==> src/include/cds_pkg.sv <==
// shared constants and types for the digital i/o command link
package cds_pkg;
  // ****************************************************************
  // identifier layout
  // ****************************************************************
  localparam int ID_W     = 29;
  localparam int SEL_LSB  = 0;
  localparam int NODE_LSB = 8;
  localparam int FUNC_LSB = 16;
  localparam int ACK_BIT  = 24;
  localparam int DATA_W   = 64;
  // ****************************************************************
  // codes and reset values
  // ****************************************************************
  localparam logic [7:0] FUNC_IO     = 8'h10;
  localparam logic [7:0] FUNC_HB     = 8'h1f;
  localparam logic [7:0] NODE_MASTER = 8'hfe;
  localparam logic [7:0] SEL_ALL     = 8'h00;
  localparam logic [7:0] SEL_OUT     = 8'h01;
  localparam logic [7:0] SEL_IN      = 8'h02;
  localparam logic [7:0] HB_BYTE     = 8'h00;
  localparam logic [3:0] DLC_ONE     = 4'h1;
  localparam logic [3:0] DLC_TWO     = 4'h2;
  localparam logic [7:0] OUT_RESET   = 8'h00;
  // ****************************************************************
  // timing
  // ****************************************************************
  localparam int CLK_HZ         = 250_000_000;
  localparam int AUTO_PERIOD_MS = 1000;
  localparam int HB_TIMEOUT_MS  = 100;
  localparam int HB_SEND_MS     = 50;
  localparam int AUTO_PERIOD_CYC = CLK_HZ / 1000 * AUTO_PERIOD_MS;
  localparam int HB_TIMEOUT_CYC  = CLK_HZ / 1000 * HB_TIMEOUT_MS;
  localparam int HB_SEND_CYC     = CLK_HZ / 1000 * HB_SEND_MS;
  // ****************************************************************
  // state encodings
  // ****************************************************************
  typedef enum logic [1:0] {CDS_IDLE = 2'b01, CDS_SEND = 2'b10} cds_state_t;
endpackage

==> src/include/cds_if.sv <==
// frame-level link between the bus master and the i/o slave
interface cds_if;
  logic        req_valid;
  logic        req_ready;
  logic [28:0] req_id;
  logic        req_rtr;
  logic [3:0]  req_dlc;
  logic [63:0] req_data;
  logic        rsp_valid;
  logic        rsp_ready;
  logic [28:0] rsp_id;
  logic        rsp_rtr;
  logic [3:0]  rsp_dlc;
  logic [63:0] rsp_data;
  // the i/o slave end
  modport dev (input req_valid, req_id, req_rtr, req_dlc, req_data, rsp_ready,
               output req_ready, rsp_valid, rsp_id, rsp_rtr, rsp_dlc, rsp_data);
  // the bus master end
  modport mst (output req_valid, req_id, req_rtr, req_dlc, req_data, rsp_ready,
               input req_ready, rsp_valid, rsp_id, rsp_rtr, rsp_dlc, rsp_data);
endinterface

==> src/design/cds_dev.sv <==
// i/o slave end: decodes command frames, drives the output byte, answers
module cds_dev #(
  parameter int AUTO_PERIOD_CYC = cds_pkg::AUTO_PERIOD_CYC,
  parameter int HB_TIMEOUT_CYC  = cds_pkg::HB_TIMEOUT_CYC
) (
  input  wire logic       i_clk,
  input  wire logic       i_resetn,
  cds_if.dev              link,
  input  wire logic [7:0] i_input_byte,
  input  wire logic [7:0] i_node_id,
  input  wire logic [7:0] i_safe_value,
  output logic      [7:0] o_out_byte,
  output logic            o_hb_lost
);
  // ****************************************************************
  // elaboration checks
  // ****************************************************************
  if (AUTO_PERIOD_CYC < 2 || HB_TIMEOUT_CYC < 2)
  begin : g_chk
    $error("cds_dev: period and timeout need at least two cycles");
  end

  // ****************************************************************
  // helpers
  // ****************************************************************
  // true when id carries the given function and node with ack clear
  function automatic logic id_hit(input logic [28:0] id, input logic [7:0] fn, input logic [7:0] nd);
    id_hit = !id[cds_pkg::ACK_BIT] && id[cds_pkg::FUNC_LSB +: 8] == fn && id[cds_pkg::NODE_LSB +: 8] == nd;
  endfunction

  // answer identifier: reserved zero, ack set
  function automatic logic [28:0] ans_id(input logic [7:0] nd, input logic [7:0] sel);
    ans_id = {4'h0, 1'b1, cds_pkg::FUNC_IO, nd, sel};
  endfunction

  // ****************************************************************
  // pin synchronisers
  // ****************************************************************
  logic [7:0] in_s1_q;
  logic [7:0] in_s2_q;
  logic [7:0] node_s1_q;
  logic [7:0] node_s2_q;

  // two flops on the input pins and the rotary switch
  always_ff @(posedge i_clk or negedge i_resetn)
  begin
    if (!i_resetn)
    begin
      in_s1_q   <= 8'h00;
      in_s2_q   <= 8'h00;
      node_s1_q <= 8'h00;
      node_s2_q <= 8'h00;
    end
    else
    begin
      in_s1_q   <= i_input_byte;
      in_s2_q   <= in_s1_q;
      node_s1_q <= i_node_id;
      node_s2_q <= node_s1_q;
    end
  end

  // ****************************************************************
  // command engine
  // ****************************************************************
  cds_pkg::cds_state_t state_q, state_d;
  logic [7:0]  out_q, out_d;
  logic [7:0]  drive_q, drive_d;
  logic [31:0] hb_cnt_q, hb_cnt_d;
  logic        lost_q, lost_d;
  logic [31:0] per_cnt_q, per_cnt_d;
  logic        pend_q, pend_d;
  logic        rdy_q, rdy_d;
  logic        rv_q, rv_d;
  logic [28:0] rid_q, rid_d;
  logic [3:0]  rdlc_q, rdlc_d;
  logic [63:0] rdat_q, rdat_d;
  logic        take;
  logic        tick;
  logic        is_cmd;
  logic        is_hb;
  logic [7:0]  sel;

  always_comb
  begin
    take      = link.req_valid && rdy_q;
    sel       = link.req_id[cds_pkg::SEL_LSB +: 8];
    is_cmd    = take && id_hit(link.req_id, cds_pkg::FUNC_IO, node_s2_q);
    is_hb     = take && !link.req_rtr && link.req_dlc == cds_pkg::DLC_ONE
                && link.req_data[7:0] == cds_pkg::HB_BYTE
                && id_hit(link.req_id, cds_pkg::FUNC_HB, cds_pkg::NODE_MASTER);
    tick      = per_cnt_q == 32'(AUTO_PERIOD_CYC - 1);
    state_d   = state_q;
    out_d     = out_q;
    rv_d      = rv_q;
    rid_d     = rid_q;
    rdlc_d    = rdlc_q;
    rdat_d    = rdat_q;
    // free-running autonomous report timer
    per_cnt_d = tick ? 32'h0000_0000 : per_cnt_q + 32'h0000_0001;
    pend_d    = pend_q;
    // heartbeat watchdog: a heartbeat restarts it, expiry drives i_safe_value on the outputs
    hb_cnt_d  = lost_q ? hb_cnt_q : hb_cnt_q + 32'h0000_0001;
    lost_d    = lost_q || hb_cnt_q == 32'(HB_TIMEOUT_CYC - 1);
    if (is_hb)
    begin
      hb_cnt_d = 32'h0000_0000;
      lost_d   = 1'b0;
    end
    case (state_q)
      cds_pkg::CDS_IDLE:
      begin
        if (is_cmd && !link.req_rtr && sel == cds_pkg::SEL_OUT && link.req_dlc == cds_pkg::DLC_ONE)
        begin
          if (!lost_q)
          begin
            out_d   = link.req_data[7:0];
            rid_d   = ans_id(node_s2_q, sel);
            rdlc_d  = cds_pkg::DLC_ONE;
            rdat_d  = {56'h0, link.req_data[7:0]};
            rv_d    = 1'b1;
            state_d = cds_pkg::CDS_SEND;
          end
        end
        else if (is_cmd && link.req_rtr && sel == cds_pkg::SEL_OUT && link.req_dlc == cds_pkg::DLC_ONE)
        begin
          rid_d   = ans_id(node_s2_q, sel);
          rdlc_d  = cds_pkg::DLC_ONE;
          rdat_d  = {56'h0, drive_q};
          rv_d    = 1'b1;
          state_d = cds_pkg::CDS_SEND;
        end
        else if (is_cmd && link.req_rtr && sel == cds_pkg::SEL_IN && link.req_dlc == cds_pkg::DLC_ONE)
        begin
          rid_d   = ans_id(node_s2_q, sel);
          rdlc_d  = cds_pkg::DLC_ONE;
          rdat_d  = {56'h0, in_s2_q};
          rv_d    = 1'b1;
          state_d = cds_pkg::CDS_SEND;
        end
        else if (is_cmd && link.req_rtr && sel == cds_pkg::SEL_ALL && link.req_dlc == cds_pkg::DLC_TWO)
        begin
          rid_d   = ans_id(node_s2_q, sel);
          rdlc_d  = cds_pkg::DLC_TWO;
          rdat_d  = {48'h0, in_s2_q, drive_q};
          rv_d    = 1'b1;
          state_d = cds_pkg::CDS_SEND;
        end
        else if (!take && pend_q)
        begin
          rid_d   = ans_id(node_s2_q, cds_pkg::SEL_ALL);
          rdlc_d  = cds_pkg::DLC_TWO;
          rdat_d  = {48'h0, in_s2_q, drive_q};
          rv_d    = 1'b1;
          pend_d  = 1'b0;
          state_d = cds_pkg::CDS_SEND;
        end
      end
      cds_pkg::CDS_SEND:
      begin
        if (link.rsp_ready)
        begin
          rv_d    = 1'b0;
          state_d = cds_pkg::CDS_IDLE;
        end
      end
      default:
      begin
        rv_d    = 1'b0;
        state_d = cds_pkg::CDS_IDLE;
      end
    endcase
    // a new tick wins over the clear of the pending report
    if (tick)
    begin
      pend_d = 1'b1;
    end
    rdy_d   = state_d == cds_pkg::CDS_IDLE && !take;
    drive_d = lost_d ? i_safe_value : out_d;
  end

  // registers of the command engine
  always_ff @(posedge i_clk or negedge i_resetn)
  begin
    if (!i_resetn)
    begin
      state_q   <= cds_pkg::CDS_IDLE;
      out_q     <= cds_pkg::OUT_RESET;
      drive_q   <= cds_pkg::OUT_RESET;
      hb_cnt_q  <= 32'h0000_0000;
      lost_q    <= 1'b0;
      per_cnt_q <= 32'h0000_0000;
      pend_q    <= 1'b0;
      rdy_q     <= 1'b0;
      rv_q      <= 1'b0;
      rid_q     <= 29'h0;
      rdlc_q    <= 4'h0;
      rdat_q    <= 64'h0;
    end
    else
    begin
      state_q   <= state_d;
      out_q     <= out_d;
      drive_q   <= drive_d;
      hb_cnt_q  <= hb_cnt_d;
      lost_q    <= lost_d;
      per_cnt_q <= per_cnt_d;
      pend_q    <= pend_d;
      rdy_q     <= rdy_d;
      rv_q      <= rv_d;
      rid_q     <= rid_d;
      rdlc_q    <= rdlc_d;
      rdat_q    <= rdat_d;
    end
  end

  // ****************************************************************
  // outputs
  // ****************************************************************
  assign link.req_ready = rdy_q;
  assign link.rsp_valid = rv_q;
  assign link.rsp_id    = rid_q;
  assign link.rsp_rtr   = 1'b0; // answers are always data frames
  assign link.rsp_dlc   = rdlc_q;
  assign link.rsp_data  = rdat_q;
  assign o_out_byte     = drive_q;
  assign o_hb_lost      = lost_q;
endmodule

==> src/flat_wrapper.sv <==
// flat-port wrapper written by rule: the top's interface ports become plain ports
module cds_dev_flat 
#(
  parameter int AUTO_PERIOD_CYC = cds_pkg::AUTO_PERIOD_CYC,
  parameter int HB_TIMEOUT_CYC  = cds_pkg::HB_TIMEOUT_CYC
)
  (i_clk, i_resetn, i_input_byte, i_node_id, i_safe_value, o_out_byte, o_hb_lost, link_req_valid, link_req_id, link_req_rtr, link_req_dlc, link_req_data, link_rsp_ready, link_req_ready, link_rsp_valid, link_rsp_id, link_rsp_rtr, link_rsp_dlc, link_rsp_data);
  cds_if link_i ();
  input  wire logic i_clk;
  input  wire logic i_resetn;
  input  wire logic [7:0] i_input_byte;
  input  wire logic [7:0] i_node_id;
  input  wire logic [7:0] i_safe_value;
  output logic      [7:0] o_out_byte;
  output logic o_hb_lost;
  input wire logic [$bits(link_i.req_valid)-1:0] link_req_valid;
  input wire logic [$bits(link_i.req_id)-1:0] link_req_id;
  input wire logic [$bits(link_i.req_rtr)-1:0] link_req_rtr;
  input wire logic [$bits(link_i.req_dlc)-1:0] link_req_dlc;
  input wire logic [$bits(link_i.req_data)-1:0] link_req_data;
  input wire logic [$bits(link_i.rsp_ready)-1:0] link_rsp_ready;
  output wire logic [$bits(link_i.req_ready)-1:0] link_req_ready;
  output wire logic [$bits(link_i.rsp_valid)-1:0] link_rsp_valid;
  output wire logic [$bits(link_i.rsp_id)-1:0] link_rsp_id;
  output wire logic [$bits(link_i.rsp_rtr)-1:0] link_rsp_rtr;
  output wire logic [$bits(link_i.rsp_dlc)-1:0] link_rsp_dlc;
  output wire logic [$bits(link_i.rsp_data)-1:0] link_rsp_data;
  assign link_i.req_valid = link_req_valid;
  assign link_i.req_id = link_req_id;
  assign link_i.req_rtr = link_req_rtr;
  assign link_i.req_dlc = link_req_dlc;
  assign link_i.req_data = link_req_data;
  assign link_i.rsp_ready = link_rsp_ready;
  assign link_req_ready = link_i.req_ready;
  assign link_rsp_valid = link_i.rsp_valid;
  assign link_rsp_id = link_i.rsp_id;
  assign link_rsp_rtr = link_i.rsp_rtr;
  assign link_rsp_dlc = link_i.rsp_dlc;
  assign link_rsp_data = link_i.rsp_data;
  cds_dev #(.AUTO_PERIOD_CYC(AUTO_PERIOD_CYC), .HB_TIMEOUT_CYC(HB_TIMEOUT_CYC)) u_core (.i_clk(i_clk), .i_resetn(i_resetn), .link(link_i), .i_input_byte(i_input_byte), .i_node_id(i_node_id), .i_safe_value(i_safe_value), .o_out_byte(o_out_byte), .o_hb_lost(o_hb_lost));
endmodule
==> config.mk <==
export PLATFORM = sky130hd
export DESIGN_NAME = cds_dev_flat
export DESIGN_NICKNAME = d
export VERILOG_FILES = /design/src/include/cds_pkg.sv /design/src/include/cds_if.sv /design/src/design/cds_dev.sv /design/src/flat_wrapper.sv
export SDC_FILE = /design/constraint.sdc
export NUM_CORES = 1
export LEC_CHECK = 0
export BUFFER_PORTS_ARGS = -buffer_cell sky130_fd_sc_hd__buf_4
export CAP_MARGIN = 10
export CORE_AREA = 8 8 135 137
export DETAILED_ROUTE_END_ITERATION = 8
export DIE_AREA = 0 0 143 145
export PLACE_DENSITY = 0.84
export SLEW_MARGIN = 20
export SYNTH_ARGS = -nofsm -noshare
export SYNTH_HDL_FRONTEND = slang
export SYNTH_SLANG_ARGS = --single-unit
==> constraint.sdc <==
create_clock -name i_clk -period 2.15 [get_ports i_clk]
set_input_delay 0.43 -clock i_clk [delete_from_list [all_inputs] [get_ports i_clk]]
set_output_delay 0.43 -clock i_clk [all_outputs]
set_load 0.03 [all_outputs]
==> metrics.txt, run 1 <==
final hold violations=0; worst r2r src=u_core.node_s2_q[0]$_DFF_PN0_; commonest non-fill, non-tap cell in the layout=buf_4; reg2reg setup slack=-0.30 ns; crit path DAT=2.78 ns; Routed WL=21300 µm; reg2reg end=u_core.link.rsp_data[12]$_DFFE_PN0P_; Min-Delay Path Class=primary input to register; Post-Layout Cell Count=1063; Syn Area/Cell=11.33 µm²; vias in the first global route=5876; initial antenna violation count=0; gr ovfl total=0; Final period util=113.8%; max capacitance violation total=0; Syn Inst Count=642; Port-buffer cells=112; via/cell ratio=5.227; EDFF count, synth=0; fraction of registers with async set/reset=100.0%; Final Critical Period=2.446 ns; capturing element type of the critical path=register; Final GP Congestion=0.8196; Sw Share=26.78%; worst path required time=2.48 ns; CTS Buf Count=17; Mapped Area=7272 µm²; final worst slack=-0.2962 ns; DRT iter0 DRCs=522; Warnings, synthesis=0; Max FO, Critical Path=5; layout cells sized above 1=33.81%; final hold slack=0.1037 ns; Reg2Reg Depth=9; # clock sinks=153; via count=5556; setup repair after global routing missed its margin=true; failing checks=setup timing; n_diodes=0; clock slew at reported path FFs=0.07 ns; PwrDens=668.3 nW/µm²; core region area=16170 µm²; Leakage=4.733 nW; Die ar.=20740 µm²; clock root cell=clkbuf_16; CP startpoint kind=register; Worst Hold Depth=1; H-tree levels=4; synthesis-to-finish area growth=30.21%; largest net degree at the start of global routing=51; Routed WL per cell=20.04 µm; CTS tree=yes; post-layout util=58.55%; Internal=4.633 mW; IO Count=235; Clk network pwr share=44.9%; final setup violation count=46; Yosys cell types=60; f_max=408.8 MHz; Worst Hold Endpoint=u_core.in_s1_q[3]$_DFF_PN0_; ys flop type=dfrtp_1; status=complete, but fails checks; Initial DRT Pass Iterations=5; commonest non-fill, non-tap cells in the layout=buf_4, dfrtp_1, nor2_1; PnR Total Power=6.328 mW; Remaining DRCs=0; first-pass GRT wire length=31530 µm; Setup CP Type=register to register; Starting Density=44.97%; combinational share of power=8.6%; Worst-Skew Late Latency=0.43 ns; Net Sw Power=1.695 mW; NumNets Final=960; flops & latches, synth=153; hpwl dp=13480 µm; GRT Util Overall=19.28%; VDD IR max=0.0004213 V; Clock Skews=0.007463 ns; Clock Path Buffers=2; Final ANT Viol Nets=0; num rows=47; dpl cells=1014; worst hold start=i_input_byte[3]; chip height=145 µm; sequential share of the synthesized area=52.67%; sequential share of power=46.5%; fin. max-slew vios=0; die width=143 µm; fillers=1152
[power groups by stage]
stage                     sequential, mW  combinational [mW]  clock (mW)
after detailed placement            2.99               0.499           0
final                               2.95               0.543        2.84
after CTS                           2.94               0.515        2.87
after floorplan                     3.01               0.298           0
after global placement              2.99               0.489           0
after global routing                2.95               0.571        2.99
[final cells by class]
cell class                      instances  area (µm²)  area share, %
Sequential cell                       153        3831          40.46
Multi-Input combinational cell        455        3173          33.51
Timing Repair Buffer                  185        1563          16.50
Clock buffer                           18       429.2          4.532
Tap cell                              220       275.3          2.907
Clock inverter                         14       130.1          1.374
Inverter                               18       67.56         0.7135
[metal layers]
layer | track usage, % | up-vias | routed length [µm]
li1 | - | 2449 | -
met1 | 21.77 | 2792 | 8087
met2 | 33.59 | 256 | 11070
met3 | 4.495 | 59 | 1441
met4 | 8.878 | 0 | 702
met5 | 0 | - | 0
[cells in the mapped netlist (2+ instances only)]
library cell,instances,share of area (%)
nand2_1,41,2.1
nor4b_1,6,0.72
mux2i_1,10,1.4
xor2_1,37,4.5
xnor2_1,32,3.9
buf_4,64,6.6
nor3_1,10,0.69
nor4_4,2,0.58
inv_1,18,0.93
mux2_1,4,0.62
o22ai_1,8,0.69
and3_1,11,0.95
o21ai_1,2,0.14
nor2_1,66,3.4
dfrtp_1,152,52
mux2_4,28,5.8
or4_1,2,0.21
nor2b_1,11,0.95
nand4_1,24,2.1
nand3_1,31,2.1
clkbuf_1,8,0.41
nor4_1,8,0.69
nand4b_1,2,0.24
ha_1,4,0.69
and4_1,5,0.60
a21oi_1,17,1.2
buf_6,4,0.62
and2_1,3,0.26
[cell families (layout without fill, tap and decap cells)]
kind of cell,count (synthesis),count (layout),synth area share [%]
xor+xnor,69,69,8.310
other cells,1,62,0.05157
fa+ha+maj,4,4,0.6883
simple gates,239,239,18.36
flops,153,153,52.67
compound gates,38,38,3.355
buf+inv,95,235,8.637
mux,43,43,7.932
[state kept, by name, summed over array words and instances, names as in the netlist]
register,count
u_core.hb_cnt_q,32
u_core.per_cnt_q,32
u_core.link.rsp_id,17
u_core.link.rsp_data,16
u_core.in_s1_q,8
u_core.in_s2_q,8
u_core.node_s1_q,8
u_core.node_s2_q,8
u_core.o_out_byte,8
u_core.out_q,8
u_core.link.rsp_dlc,2
u_core.state_q,2
u_core.link.req_ready,1
u_core.link.rsp_valid,1
u_core.o_hb_lost,1
u_core.pend_q,1
[how the worst max path moves through the flow]
stage	to	start	depth (start not counted)	slack [ns]
after CTS	u_core.o_out_byte[3]$_DFF_PN0_	u_core.node_s2_q[2]$_DFF_PN0_	7	-0.10
after floorplan	u_core.o_out_byte[0]$_DFF_PN0_	link_req_id[1]	7	-0.03
after detailed placement	u_core.link.rsp_data[0]$_DFFE_PN0P_	link_req_id[10]	8	-0.37
after global placement	u_core.link.rsp_data[3]$_DFFE_PN0P_	link_req_id[1]	8	-0.29
after global routing	u_core.link.rsp_data[12]$_DFFE_PN0P_	u_core.node_s2_q[6]$_DFF_PN0_	9	-0.34
final	u_core.link.rsp_data[12]$_DFFE_PN0P_	u_core.node_s2_q[0]$_DFF_PN0_	9	-0.30
[per-stage QoR]
| step | TNS (ns) | worst slack [ns] | area [µm²] |
|---|---|---|---|
| floorplan | -0.5586 | -0.03472 | 7542 |
| global placement | -10.83 | -0.2909 | 8600 |
| detailed placement | -15.63 | -0.3654 | 8600 |
| CTS | -2.171 | -0.1031 | 9369 |
| global route | -11.71 | -0.3386 | 9469 |
| finish | -9.340 | -0.2962 | 9469 |
[timing repair]
action                                 CTS  global route
setup endpoints to repair               46            56
gates resized for setup                 19            19
cloned                                   2             0
hold buffers                             1             0
pin swaps                                9             7
endpoints found under the hold margin   44             0
setup buffers                           11             5
[critical path: stages, from the launching register on]
cell	delay [ns]
dfrtp_1	0.44
xnor2_2	0.22
nand4_1	0.20
nor4_4	0.40
a22oi_2	0.14
nor3b_4	0.25
buf_6	0.19
buf_6	0.14
buf_12	0.12
mux2i_1	0.23
Power figures use the tool's default switching activity.
==> inputs of run 2 (changes only) <==
- SETUP_SLACK_MARGIN: not set -> 0.1
==> run 2 against run 1 <==
Effect of this change: the flow still finishes with violations (setup timing); register-to-register slack better by 0.03 ns; flip-flop and latch count stayed put; clock skew is 0.0084 ns higher; worst hold slack better by 0.0015 ns; critical path depth is 1 higher; largest power group is now the clock network; highest routed layer unchanged; clock power is 13% higher; worst setup slack better by 0.029 ns; first-iteration DRC count is 8.2% higher; cell area is 2.2% higher.
==> metrics.txt, run 2 (synthesized netlist as in run 1, its figures left out) <==
Port-buffer cells=112; reg2reg end=u_core.link.rsp_data[15]$_DFFE_PN0P_; clock root cell=clkbuf_16; pre-CTS WS=-0.3707 ns; PnR Total Power=6.704 mW; Leakage=4.796 nW; via count=5861; die width=143 µm; reg2reg setup slack=-0.27 ns; gr ovfl total=0; Worst Hold Depth=1; Die ar.=20740 µm²; Starting Density=44.97%; Final period util=112.4%; fin. max-slew vios=0; hpwl dp=12760 µm; GRT Util Overall=20.28%; f_max=413.7 MHz; Setup CP Type=register to register; chip height=145 µm; initial antenna violation count=0; commonest non-fill, non-tap cells in the layout=buf_4, dfrtp_1, nor2_1; final hold slack=0.1052 ns; Initial DRT Pass Iterations=5; Final Critical Period=2.417 ns; Worst-Skew Late Latency=0.43 ns; worst r2r src=u_core.node_s2_q[5]$_DFF_PN0_; num rows=47; Clock Path Buffers=2; clock slew at reported path FFs=0.08 ns; Routed WL=23070 µm; worst path required time=2.47 ns; # clock sinks=153; post-placement cell area=8618 µm²; Relative slew margins=61.48%; Reg2Reg Depth=10; status=complete, but fails checks; Worst Hold Endpoint=u_core.node_s1_q[1]$_DFF_PN0_; post-route cell area=9681 µm²; worst hold start=i_node_id[1]; layout cells sized above 1=34.83%; final hold violations=0; Max FO, Critical Path=7; synthesis-to-finish area growth=33.12%; Clock Skews=0.01583 ns; Setup crit start=u_core.node_s2_q[5]$_DFF_PN0_; Final GP Congestion=0.8213; setup repair after global routing missed its margin=true; first-pass GRT wire length=32850 µm; largest net degree at the start of global routing=44; Worst-Margin Slew=0.5726 ns; DRT iter0 DRCs=565; dpl cells=1012; final setup violation count=46; CTS tree=yes; Post-Layout Cell Count=1064; Min-Delay Path Class=primary input to register; failing checks=setup timing; IO Count=235; H-tree levels=4; CTS Buf Count=17; vias in the first global route=6083; Routed WL per cell=21.69 µm; VDD IR max=0.0005836 V; crit path DAT=2.74 ns; setup TNS=-6.924 ns; n_diodes=0; post-layout util=59.86%; commonest non-fill, non-tap cell in the layout=buf_4; capturing element type of the critical path=register; core region area=16170 µm²; NumNets Final=961; Final ANT Viol Nets=0; via/cell ratio=5.508; final worst slack=-0.2674 ns; Remaining DRCs=0; CP startpoint kind=register; PwrDens=692.5 nW/µm²; max capacitance violation total=0
[run 2: cell count changes in the layout (fill, tap and decap cells not counted), sizes merged]
cell,before,now
bufinv,0,3
inv,27,25
clkbuf,18,19
clkinv,3,2
[run 2: worst max-delay path, stage by stage (launching register included)]
cell and delay, ns:
dfrtp_1 0.42, xnor2_2 0.23, buf_4 0.16, nand2_2 0.06
or4_4 0.52, nor2_4 0.17, nor3b_4 0.07, buf_6 0.14
buf_16 0.14, buf_8 0.13, mux2i_1 0.26
[run 2: worst max path at each step]
| stage | to | depth (start not counted) |
|---|---|---|
| 6_report | u_core.link.rsp_data[15]$_DFFE_PN0P_ | 10 |
| 4_1_cts | u_core.o_out_byte[1]$_DFF_PN0_ | 7 |
| 2_1_floorplan | u_core.o_out_byte[0]$_DFF_PN0_ | 7 |
| 5_1_grt | u_core.link.rsp_data[15]$_DFFE_PN0P_ | 9 |
| 3_3_place_gp | u_core.link.rsp_data[3]$_DFFE_PN0P_ | 8 |
| 3_5_place_dp | u_core.link.rsp_data[0]$_DFFE_PN0P_ | 8 |
[run 2: cell type report]
class,instances,area (µm²)
Sequential cell,153,3832
Timing Repair Buffer,186,1635
Inverter,18,67.56
Clock inverter,14,182.7
Fill cell,1107,6491
Clock buffer,18,439.2
Multi-Input combinational cell,455,3248
Tap cell,220,275.3
[run 2: repair_timing]
action                     4_1_cts  5_1_grt
hold endpoints to repair        38        0
setup endpoints to repair       35       78
hold buffers                     1        0
gates resized for setup         21       33
buffers inserted                12        7
cloned                           3        1
pin swaps                       16       12
[run 2: per-layer routing]
metal | wire length (µm) | global-route usage, % | part of all wire, % | vias to the layer above
li1 | - | - | - | 2461
met1 | 8349 | 21.94 | 36 | 2906
met2 | 11730 | 35.70 | 51 | 395
met3 | 1820 | 4.790 | 7.9 | 99
met4 | 1173 | 10.90 | 5.1 | 0
met5 | 0 | 0 | 0 | -
[run 2: where the power goes]
| part | internal [mW] | switching (mW) |
|---|---|---|
| clock network | 1.89 | 1.31 |
| registers | 2.92 | 0.0290 |
| logic | 0.191 | 0.364 |
| total | 5.00 | 1.71 |
